## src/design/ilh_pkg.sv

```systemverilog
`default_nettype none
package ilh_pkg;
  // Structure counts
  localparam int unsigned NUM_CH = 16;
  localparam int unsigned NUM_IS = 16;
  localparam int unsigned IDX_W  = 4;

  // Address regions: channels at 0x000 (stride 0x20), interrupt structures at 0x200 (stride 0x10)
  localparam logic [2:0] CH_REGION = 3'h0;
  localparam logic [3:0] IS_REGION = 4'h2;

  // Channel register offsets
  localparam logic [4:0] CH_LOCK_TAKE   = 5'h00;
  localparam logic [4:0] CH_SIGNAL_TRIG = 5'h04;
  localparam logic [4:0] CH_UNLOCK_TRIG = 5'h08;
  localparam logic [4:0] CH_MSG_LOW     = 5'h0C;
  localparam logic [4:0] CH_MSG_HIGH    = 5'h10;
  localparam logic [4:0] CH_LOCK_STATE  = 5'h14;

  // Interrupt structure register offsets
  localparam logic [3:0] IS_CAUSE  = 4'h0;
  localparam logic [3:0] IS_FORCE  = 4'h4;
  localparam logic [3:0] IS_ENABLE = 4'h8;
  localparam logic [3:0] IS_MASKED = 4'hC;

  // Field positions
  localparam int unsigned SIG_LSB  = 16;
  localparam int unsigned UNL_LSB  = 0;
  localparam int unsigned LOCK_BIT = 0;

  // Reset values
  localparam logic [31:0] RST_WORD = 32'h0000_0000;
  localparam logic [15:0] RST_LOCK = 16'h0000;

  // Bus encodings
  localparam logic [2:0] SIZE_WORD = 3'h2;

  typedef struct packed {
    logic        ok;
    logic        write;
    logic [11:0] addr;
  } ilh_aphase_t;

  typedef enum logic [1:0] {
    BUS_IDLE      = 2'b00,
    BUS_WRITE     = 2'b01,
    BUS_READ_WAIT = 2'b10,
    BUS_READ_DONE = 2'b11
  } ilh_bus_state_t;
endpackage : ilh_pkg
`default_nettype wire

```

## src/design/ilh_lock_event_hub.sv

```systemverilog
`timescale 1ns/1ns
`default_nettype none
// Functional notes
// RQ1 - Each channel has a lock taken via lock_take; lock state register readable.
// RQ2 - Signal trigger write raises signal event in each structure whose bit is one.
// RQ3 - Unlock trigger frees lock and raises unlock events, only while lock held.
// RQ4 - One unlock write both frees the lock and raises the events.
// RQ5 - Signal and unlock trigger registers always read as zero.
// RQ6 - Each channel holds two 32-bit message words, 64 bits together.
// RQ7 - Cause bits 31:16 set by signal, 15:0 by unlock; write one clears.
// RQ8 - Force register write of one sets cause bit; zero leaves it alone.
// RQ9 - Enable register has one bit per cause bit, both halves.
// RQ10 - Masked view reads as cause AND enable.
// RQ11 - Trigger bit n targets structure n; cause bits identify source channel.
// RQ12 - Signal cause bits 31 down to 16 map to channels 15 down to 0.
// RQ13 - Any channel triggers any structure; one write may trigger several.
// RQ14 - Structures raise interrupt requests for signal and unlock events.
// RQ15 - Software reads back after writes that must take effect first.
// RQ16 - Polled sync: producer writes agreed value to low word, consumer polls.
// RQ17 - Lock_take read grants lock only if free and reports the outcome.
// RQ18 - Each structure drives its interrupt while any masked bit is one.
module ilh_lock_event_hub (
  input  wire logic                        hclk,
  input  wire logic                        hresetn,
  input  wire logic                        ce,
  input  wire logic                        hsel,
  input  wire logic [31:0]                 haddr,
  input  wire logic [1:0]                  htrans,
  input  wire logic                        hwrite,
  input  wire logic [2:0]                  hsize,
  input  wire logic [31:0]                 hwdata,
  input  wire logic                        hready,
  output logic                             hreadyout,
  output logic                             hresp,
  output logic [31:0]                      hrdata,
  output logic [ilh_pkg::NUM_IS-1:0]       irq_vec,
  output logic                             irq_any
);

  ilh_pkg::ilh_aphase_t    ap_reg;
  ilh_pkg::ilh_aphase_t    ap_next;
  ilh_pkg::ilh_bus_state_t bus_reg;
  ilh_pkg::ilh_bus_state_t bus_next;
  logic [31:0]             hrdata_reg;
  logic [31:0]             hrdata_next;
  logic [31:0]             rd_val;

  wire  [ilh_pkg::NUM_CH-1:0] lock_all;
  wire  [31:0]                msg_lo_all [ilh_pkg::NUM_CH];
  wire  [31:0]                msg_hi_all [ilh_pkg::NUM_CH];
  wire  [31:0]                cause_all  [ilh_pkg::NUM_IS];
  wire  [31:0]                enable_all [ilh_pkg::NUM_IS];

  // Data-phase decode
  logic                       is_ch;
  logic                       is_is;
  logic [ilh_pkg::IDX_W-1:0]  ch_idx;
  logic [ilh_pkg::IDX_W-1:0]  is_idx;
  logic [4:0]                 ch_off;
  logic [3:0]                 is_off;
  logic [15:0]                ch_onehot;
  logic                       wr_go;
  logic                       rd_go;
  logic                       take_go;
  logic                       wr_sig;
  logic                       wr_unl_any;
  logic                       wr_unl;
  logic                       wr_lo;
  logic                       wr_hi;
  logic                       wr_cause;
  logic                       wr_force;
  logic                       wr_enable;

  assign is_ch     = ap_reg.ok && (ap_reg.addr[11:9] == ilh_pkg::CH_REGION);
  assign is_is     = ap_reg.ok && (ap_reg.addr[11:8] == ilh_pkg::IS_REGION);
  assign ch_idx    = ap_reg.addr[8:5];
  assign ch_off    = ap_reg.addr[4:0];
  assign is_idx    = ap_reg.addr[7:4];
  assign is_off    = ap_reg.addr[3:0];
  assign ch_onehot = 16'h0001 << ch_idx;

  assign wr_go      = ce && (bus_reg == ilh_pkg::BUS_WRITE);
  assign rd_go      = ce && (bus_reg == ilh_pkg::BUS_READ_WAIT);
  // RQ17 atomic take
  assign take_go    = rd_go && is_ch && (ch_off == ilh_pkg::CH_LOCK_TAKE);
  assign wr_sig     = wr_go && is_ch && (ch_off == ilh_pkg::CH_SIGNAL_TRIG);
  assign wr_unl_any = wr_go && is_ch && (ch_off == ilh_pkg::CH_UNLOCK_TRIG);
  // RQ3 held lock only
  assign wr_unl     = wr_unl_any && lock_all[ch_idx];
  assign wr_lo      = wr_go && is_ch && (ch_off == ilh_pkg::CH_MSG_LOW);
  assign wr_hi      = wr_go && is_ch && (ch_off == ilh_pkg::CH_MSG_HIGH);
  assign wr_cause   = wr_go && is_is && (is_off == ilh_pkg::IS_CAUSE);
  assign wr_force   = wr_go && is_is && (is_off == ilh_pkg::IS_FORCE);
  assign wr_enable  = wr_go && is_is && (is_off == ilh_pkg::IS_ENABLE);

  // Bus slave: writes zero wait, reads one wait state so data comes from a flop
  always_comb begin
    bus_next = bus_reg;
    ap_next  = ap_reg;
    if (hready) begin
      if (hsel && htrans[1]) begin
        ap_next.ok    = (hsize == ilh_pkg::SIZE_WORD) && (haddr[31:12] == 20'h0_0000);
        ap_next.write = hwrite;
        ap_next.addr  = haddr[11:0];
        bus_next      = hwrite ? ilh_pkg::BUS_WRITE : ilh_pkg::BUS_READ_WAIT;
      end else begin
        bus_next = ilh_pkg::BUS_IDLE;
      end
    end else if (bus_reg == ilh_pkg::BUS_READ_WAIT) begin
      bus_next = ilh_pkg::BUS_READ_DONE;
    end
  end

  always_ff @(posedge hclk or negedge hresetn) begin
    if (!hresetn) begin
      bus_reg <= ilh_pkg::BUS_IDLE;
      ap_reg  <= '0;
    end else if (ce) begin
      bus_reg <= bus_next;
      ap_reg  <= ap_next;
    end
  end

  assign hreadyout = (bus_reg != ilh_pkg::BUS_READ_WAIT);
  assign hresp     = 1'b0;

  // Read mux; unmapped addresses read zero
  always_comb begin
    rd_val = ilh_pkg::RST_WORD;
    if (is_ch) begin
      case (ch_off)
        // RQ17 grant report
        ilh_pkg::CH_LOCK_TAKE:   rd_val[ilh_pkg::LOCK_BIT] = !lock_all[ch_idx];
        // RQ1 lock state view
        ilh_pkg::CH_LOCK_STATE:  rd_val[ilh_pkg::LOCK_BIT] = lock_all[ch_idx];
        // RQ6 message words
        ilh_pkg::CH_MSG_LOW:     rd_val = msg_lo_all[ch_idx];
        ilh_pkg::CH_MSG_HIGH:    rd_val = msg_hi_all[ch_idx];
        // RQ5 triggers read zero
        ilh_pkg::CH_SIGNAL_TRIG: rd_val = ilh_pkg::RST_WORD;
        ilh_pkg::CH_UNLOCK_TRIG: rd_val = ilh_pkg::RST_WORD;
        default:                 rd_val = ilh_pkg::RST_WORD;
      endcase
    end else if (is_is) begin
      case (is_off)
        ilh_pkg::IS_CAUSE:  rd_val = cause_all[is_idx];
        ilh_pkg::IS_FORCE:  rd_val = cause_all[is_idx];
        ilh_pkg::IS_ENABLE: rd_val = enable_all[is_idx];
        // RQ10 masked view
        ilh_pkg::IS_MASKED: rd_val = cause_all[is_idx] & enable_all[is_idx];
        default:            rd_val = ilh_pkg::RST_WORD;
      endcase
    end
  end

  always_comb begin
    hrdata_next = hrdata_reg;
    if (rd_go) begin
      hrdata_next = rd_val;
    end
  end

  always_ff @(posedge hclk or negedge hresetn) begin
    if (!hresetn) begin
      hrdata_reg <= ilh_pkg::RST_WORD;
    end else if (ce) begin
      hrdata_reg <= hrdata_next;
    end
  end

  assign hrdata = hrdata_reg;

  // Channel structures
  for (genvar c = 0; c < ilh_pkg::NUM_CH; c++) begin : g_ch
    localparam logic [ilh_pkg::IDX_W-1:0] CH_ID = ilh_pkg::IDX_W'(c);
    logic        lock_reg;
    logic        lock_next;
    logic [31:0] lo_reg;
    logic [31:0] lo_next;
    logic [31:0] hi_reg;
    logic [31:0] hi_next;

    always_comb begin
      lock_next = lock_reg;
      lo_next   = lo_reg;
      hi_next   = hi_reg;
      // RQ1 take sets lock
      if (take_go && (ch_idx == CH_ID)) begin
        lock_next = 1'b1;
      end
      // RQ4 unlock frees lock
      if (wr_unl && (ch_idx == CH_ID)) begin
        lock_next = 1'b0;
      end
      // RQ6 message storage
      if (wr_lo && (ch_idx == CH_ID)) begin
        lo_next = hwdata;
      end
      if (wr_hi && (ch_idx == CH_ID)) begin
        hi_next = hwdata;
      end
    end

    always_ff @(posedge hclk or negedge hresetn) begin
      if (!hresetn) begin
        lock_reg <= ilh_pkg::RST_LOCK[c];
        lo_reg   <= ilh_pkg::RST_WORD;
        hi_reg   <= ilh_pkg::RST_WORD;
      end else if (ce) begin
        lock_reg <= lock_next;
        lo_reg   <= lo_next;
        hi_reg   <= hi_next;
      end
    end

    assign lock_all[c]   = lock_reg;
    assign msg_lo_all[c] = lo_reg;
    assign msg_hi_all[c] = hi_reg;
  end

  // Interrupt structures
  for (genvar i = 0; i < ilh_pkg::NUM_IS; i++) begin : g_is
    localparam logic [ilh_pkg::IDX_W-1:0] IS_ID = ilh_pkg::IDX_W'(i);
    logic [31:0] cause_reg;
    logic [31:0] cause_next;
    logic [31:0] enable_reg;
    logic [31:0] enable_next;
    logic [31:0] ev_set;
    logic [31:0] sw_clr;
    logic [31:0] sw_set;

    always_comb begin
      ev_set = ilh_pkg::RST_WORD;
      // RQ11 bit i targets structure i
      // RQ12 signal half maps channel
      // RQ2 signal event
      if (wr_sig && hwdata[i]) begin
        ev_set[ilh_pkg::SIG_LSB +: 16] = ch_onehot;
      end
      // RQ3 unlock event
      if (wr_unl && hwdata[i]) begin
        ev_set[ilh_pkg::UNL_LSB +: 16] = ch_onehot;
      end
      sw_clr      = (wr_cause && (is_idx == IS_ID)) ? hwdata : ilh_pkg::RST_WORD;
      sw_set      = (wr_force && (is_idx == IS_ID)) ? hwdata : ilh_pkg::RST_WORD;
      // RQ7 w1c, set wins
      // RQ8 force sets
      cause_next  = (cause_reg & ~sw_clr) | ev_set | sw_set;
      // RQ9 enable per bit
      enable_next = (wr_enable && (is_idx == IS_ID)) ? hwdata : enable_reg;
    end

    always_ff @(posedge hclk or negedge hresetn) begin
      if (!hresetn) begin
        cause_reg  <= ilh_pkg::RST_WORD;
        enable_reg <= ilh_pkg::RST_WORD;
      end else if (ce) begin
        cause_reg  <= cause_next;
        enable_reg <= enable_next;
      end
    end

    assign cause_all[i]  = cause_reg;
    assign enable_all[i] = enable_reg;
    // RQ18 level interrupt
    // RQ14 event interrupts
    assign irq_vec[i]    = |(cause_reg & enable_reg);
  end

  // RQ13 fan-out summary
  assign irq_any = |irq_vec;
endmodule : ilh_lock_event_hub
`default_nettype wire

```

## config.mk

```make
export PLATFORM = sky130hd
export DESIGN_NAME = ilh_lock_event_hub
export DESIGN_NICKNAME = d
export VERILOG_FILES = /design/src/design/ilh_pkg.sv /design/src/design/ilh_lock_event_hub.sv
export SDC_FILE = /design/constraint.sdc
export NUM_CORES = 2
export LEC_CHECK = 0
export BUFFER_PORTS_ARGS = -buffer_cell sky130_fd_sc_hd__buf_2
export CAP_MARGIN = 10
export CORE_MARGIN = 2
export CORE_UTILIZATION = 68
export DETAILED_ROUTE_END_ITERATION = 7
export GPL_TIMING_DRIVEN = 0
export PLACE_DENSITY = 0.95
export SLEW_MARGIN = 20
export SYNTH_ARGS = -nofsm -noshare
export SYNTH_HDL_FRONTEND = slang
export SYNTH_SLANG_ARGS = --single-unit
```

## constraint.sdc

```tcl
create_clock -name hclk -period 7.63 [get_ports hclk]
set_clock_uncertainty 0.1 [all_clocks]
set_input_delay 0.763 -clock hclk [delete_from_list [all_inputs] [get_ports hclk]]
set_output_delay 0.763 -clock hclk [all_outputs]
set_load 0.05 [all_outputs]
```

==> results of run 1 <==
metal layers:
layer	GRT overflow	global-route usage (%)
met1	0	81.2
met2	1	90.9
met3	1	71.0
met4	1	72.7
met5	0	53.0
logic make-up after synthesis:
| group | after synthesis | share of synthesized area, % |
|---|---|---|
| buffers and inverters | 790 | 3.37 |
| DFF | 2111 | 52.1 |
| AOI/OAI and AO/OA | 1532 | 10.4 |
| and+or+nand+nor | 769 | 3.96 |
| muxes | 2142 | 30.2 |
| other | 1 | 0.00370 |
stage by stage:
| step | instance area [sq um] | util, % |
|---|---|---|
| global placement | 104000 | 70.5 |
| floorplan | 101000 | - |
| CTS | 113000 | 76.2 |
| detailed placement | 105000 | 71.2 |
cells in the mapped netlist (55+ instances only):
cell type,number
o22ai_1,216
nand2_1,241
mux2_2,1491
dfrtp_1,2111
o221ai_1,272
nor2_1,80
and3_1,167
mux2_1,57
nand3_1,67
buf_2,256
a22oi_1,293
a22o_1,56
and2_1,60
a21oi_1,262
clkbuf_1,455
a221oi_1,55
mux4_2,576
o21ai_0,275
==> flow_metrics.tcl, run 1 <==
set metrics [dict create \
    clockRootBuffer "clkbuf_16" \
    initial_core_util_pct 68.5 \
    gr-total-overflow 3 \
    synthDominantCellAreaShare_pct 52.1 \
    cts_setup_buffers 0 \
    synth_ff_type "dfrtp_1" \
    synth_cell_type_count 60 \
    hold_buffers 1 \
    syn_area_per_cell_sq_um 13.8 \
    die_y_um 390 \
    ys_seq_elements 2111 \
    clock_path_buffers 3 \
    status "did not finish" \
    yosysTopAreaCell "dfrtp_1" \
    grt_pass1_vias 94650 \
    rows 141 \
    track_usage_pct 79.8 \
    lastStage "global routing (5_1_grt)" \
    place_ws_ps 2740 \
    ys_warn_count 0 \
    grt_pass1_wl_mm 813 \
    synthTopCellsByArea "dfrtp_1, mux2_2, mux4_2" \
    clock_sinks 2111 \
    io_buffers 112 \
    syn_inst 7345 \
    io_pins 126 \
    cts_resized 0 \
    syn-num-nets 7420 \
    netlist_area_sq_um 101000 \
    fp.dieW_um 390 \
    place_inst 9422 \
    ys_async_sr_fraction_pct 100 \
    gp_congestion 1.53 \
    error "[ERROR GRT-0116] Global routing finished with congestion. Check the congestion regions in the DRC Viewer." \
    dpl.hpwl_mm 413 \
    yosysSeqAreaShare_pct 52.1 \
    synth_edf_count 0 \
    cts_made_buffers 210 \
    grt_max_degree 148 \
    htree_levels 4 \
]
==> inputs of run 2 (changes only) <==
--- a/config.mk
+++ b/config.mk
@@ -8,10 +8,10 @@
 export BUFFER_PORTS_ARGS = -buffer_cell sky130_fd_sc_hd__buf_2
 export CAP_MARGIN = 10
 export CORE_MARGIN = 2
-export CORE_UTILIZATION = 68
+export CORE_UTILIZATION = 40
 export DETAILED_ROUTE_END_ITERATION = 7
 export GPL_TIMING_DRIVEN = 0
-export PLACE_DENSITY = 0.95
+export PLACE_DENSITY_LB_ADDON = 0.15
 export SLEW_MARGIN = 20
 export SYNTH_ARGS = -nofsm -noshare
 export SYNTH_HDL_FRONTEND = slang
==> flow_metrics.tcl, run 2 <==
set metrics [dict create \
    status "finished clean" \
    cts_made_buffers 235 \
    p_per_area_nw_per_um2 233 \
    vias 83511 \
    dpl_cell_area_sq_um 108000 \
    fin_ws_ps 1440 \
    fillers 22533 \
    worst_setup_path_start_kind "register" \
    yosys-top-cells-count "dfrtp_1, mux2_2, mux4_2" \
    clockRootBuffer "clkbuf_16" \
    final-setup-viol-count 0 \
    core_sq_um 252000 \
    wire_per_inst_um 55.5 \
    critical_path_class "register to output pin" \
    timing.hold.ws_ps 19.9 \
    synthDominantCellAreaShare_pct 52.1 \
    crit_path_max_fanout 3 \
    cp-end-kind "output pin" \
    drc 0 \
    antenna_left 0 \
    synth_cell_type_count 60 \
    p_sw_mw 8.41 \
    worstPathCellList "a22o_1 -> a221oi_1 -> nand3_1 -> or4_1 -> nor4_1 -> nand4_1 -> buf_2" \
    p_sw_share_pct 30.9 \
    min_period_over_period_pct 81.1 \
    htree_levels 4 \
    slowest_delay_ps 1140 \
    fin_util_pct 46.3 \
    synthTopCellsByArea "dfrtp_1, mux2_2, mux4_2" \
    period_minus_slack_ps 6190 \
    cts_setup_buffers 0 \
    drv_slew 0 \
    crit_path_top_delay_cell "nor4_1" \
    antenna_found_initial 136 \
    final_cell_mix "dfrtp_1, mux2_2, mux4_2" \
    grt_max_degree 143 \
    io_buffers 112 \
    track_usage_pct 48.8 \
    worst_skew_pair.late_latency_ps 970 \
    dieArea_sq_um 257000 \
    rows 184 \
    fp.dieW_um 507 \
    required_ps 6770 \
    ys_async_sr_fraction_pct 100 \
    cts.clk_slew.worst_paths_ps 60 \
    synth_edf_count 0 \
    gp_congestion 1.17 \
    hold_viol 0 \
    tns_ps 0 \
    clock_path_buffers 3 \
    cts_tree "done" \
    area_growth_pct 15.1 \
    fin_nets 7868 \
    cap_violations 0 \
    clock_sinks 2111 \
    die_y_um 507 \
    drt_iter0_drc 14038 \
    layout.cells.most_common "dfrtp_1" \
    syn_inst 7345 \
    design_area_sq_um 117000 \
    hold_class "input pin to register" \
    io_pins 126 \
    ys_seq_elements 2111 \
    fmax_mhz 162 \
    gr-total-overflow 0 \
    yosysSeqAreaShare_pct 52.1 \
    seq_area_sq_um 52800 \
    initial_core_util_pct 40.3 \
    power_leakage_nw 54.2 \
    route.final.wire_length_mm 636 \
    synth_ff_type "dfrtp_1" \
    internal_power_mw 18.8 \
    netlist_area_sq_um 101000 \
    firstDrtPassIters 8 \
    arrival_ps 5320 \
    pwr-share-comb_pct 14.8 \
    place_ws_ps 2260 \
    seq_power_share_pct 41.3 \
    ys_warn_count 0 \
    dpl.hpwl_mm 500 \
    ir_worst_vdd_v 0.000244 \
    grt_setup_unrepaired "false" \
    drive_above_1_share_pct 39.7 \
    grt_pass1_vias 78273 \
    multi_input_area_sq_um 45200 \
    tightest_slew_ps 1490 \
    syn-num-nets 7420 \
    drt-vias-per-instance 7.28 \
    yosysTopAreaCell "dfrtp_1" \
    yosysMostFrequentCell "dfrtp_1" \
    pwr-share-clk_pct 43.9 \
    grt_pass1_wl_mm 811 \
    max-slew-margin-rel_pct 0.952 \
    syn_area_per_cell_sq_um 13.8 \
    hold_buffers 14 \
    cts_resized 0 \
]
-- run 2: cell counts after synthesis --
Identical to the previous run, type by type.
-- run 2: power groups by stage --
stage | clock network (mW) | registers [mW] | logic, mW
finish | 11.9 | 11.2 | 4.02
global route | 12.4 | 11.2 | 3.94
floorplan | 0 | 11.4 | 1.55
CTS | 12.0 | 11.2 | 3.79
global placement | 0 | 11.5 | 3.65
detailed placement | 0 | 11.4 | 3.78
-- run 2: final timing paths --
| path | to | startpoint | slack, ps | cells after the start |
|---|---|---|---|---|
| setup reg to reg | g_ch[15].hi_reg[28] | ap_reg[5] | 1920 | 9 |
| min in group asynchronous | g_is[3].cause_reg[16] | hresetn | 200 | 2 |
| hold / removal | ap_reg[13] | hsize[0] | 20 | 4 |
| max in group asynchronous | g_is[15].enable_reg[13] | hresetn | 4210 | 7 |
| hold reg to reg | g_ch[0].hi_reg[30] | g_ch[0].hi_reg[30] | 390 | 1 |
| setup / recovery | irq_any | g_is[7].enable_reg[22] | 1440 | 7 |
-- run 2: layer usage --
layer,up-vias,global-route usage [%],wire (um)
met5,-,0.278,422
li1,29488,-,-
met4,34,38.2,62200
met3,2026,22.3,85200
met1,44958,60.1,234000
met2,7005,65.8,255000
-- run 2: cells by family after synthesis --
logic type      Yosys count  share of synthesized area, %
flops                  2111                          52.1
other cells               1                       0.00370
buf+inv                 790                          3.37
simple gates            769                          3.96
compound gates         1532                          10.4
mux                    2142                          30.2
-- run 2: final cells by class --
class / count / area share [%]
timing repair buffer: 211 / 2.11
tap: 3348 / 3.59
clock inverter: 82 / 0.971
buffer: 785 / 3.06
antenna: 135 / 0.290
inverter: 5 / 0.0161
multi-input combinational: 4444 / 38.8
clock buffer: 349 / 5.88
sequential: 2111 / 45.3
-- run 2: worst max-delay path: cells and delay by family (launching register included) --
| kind | cells | cell delay [ps] |
|---|---|---|
| DFF | 1 | 650 |
| AOI/OAI and AO/OA | 2 | 640 |
| buffers and inverters | 1 | 380 |
| and+or+nand+nor | 4 | 2670 |
-- run 2: per-stage QoR --
step / instances / power (mW)
2_1_floorplan: 7345 / 13.0
5_1_grt: 11365 / 27.6
3_3_place_gp: 10805 / 15.1
3_5_place_dp: 10886 / 15.2
4_1_cts: 11331 / 27.0
6_report: 11470 / 27.2
Note: power is estimated with default switching activity, not from simulation.
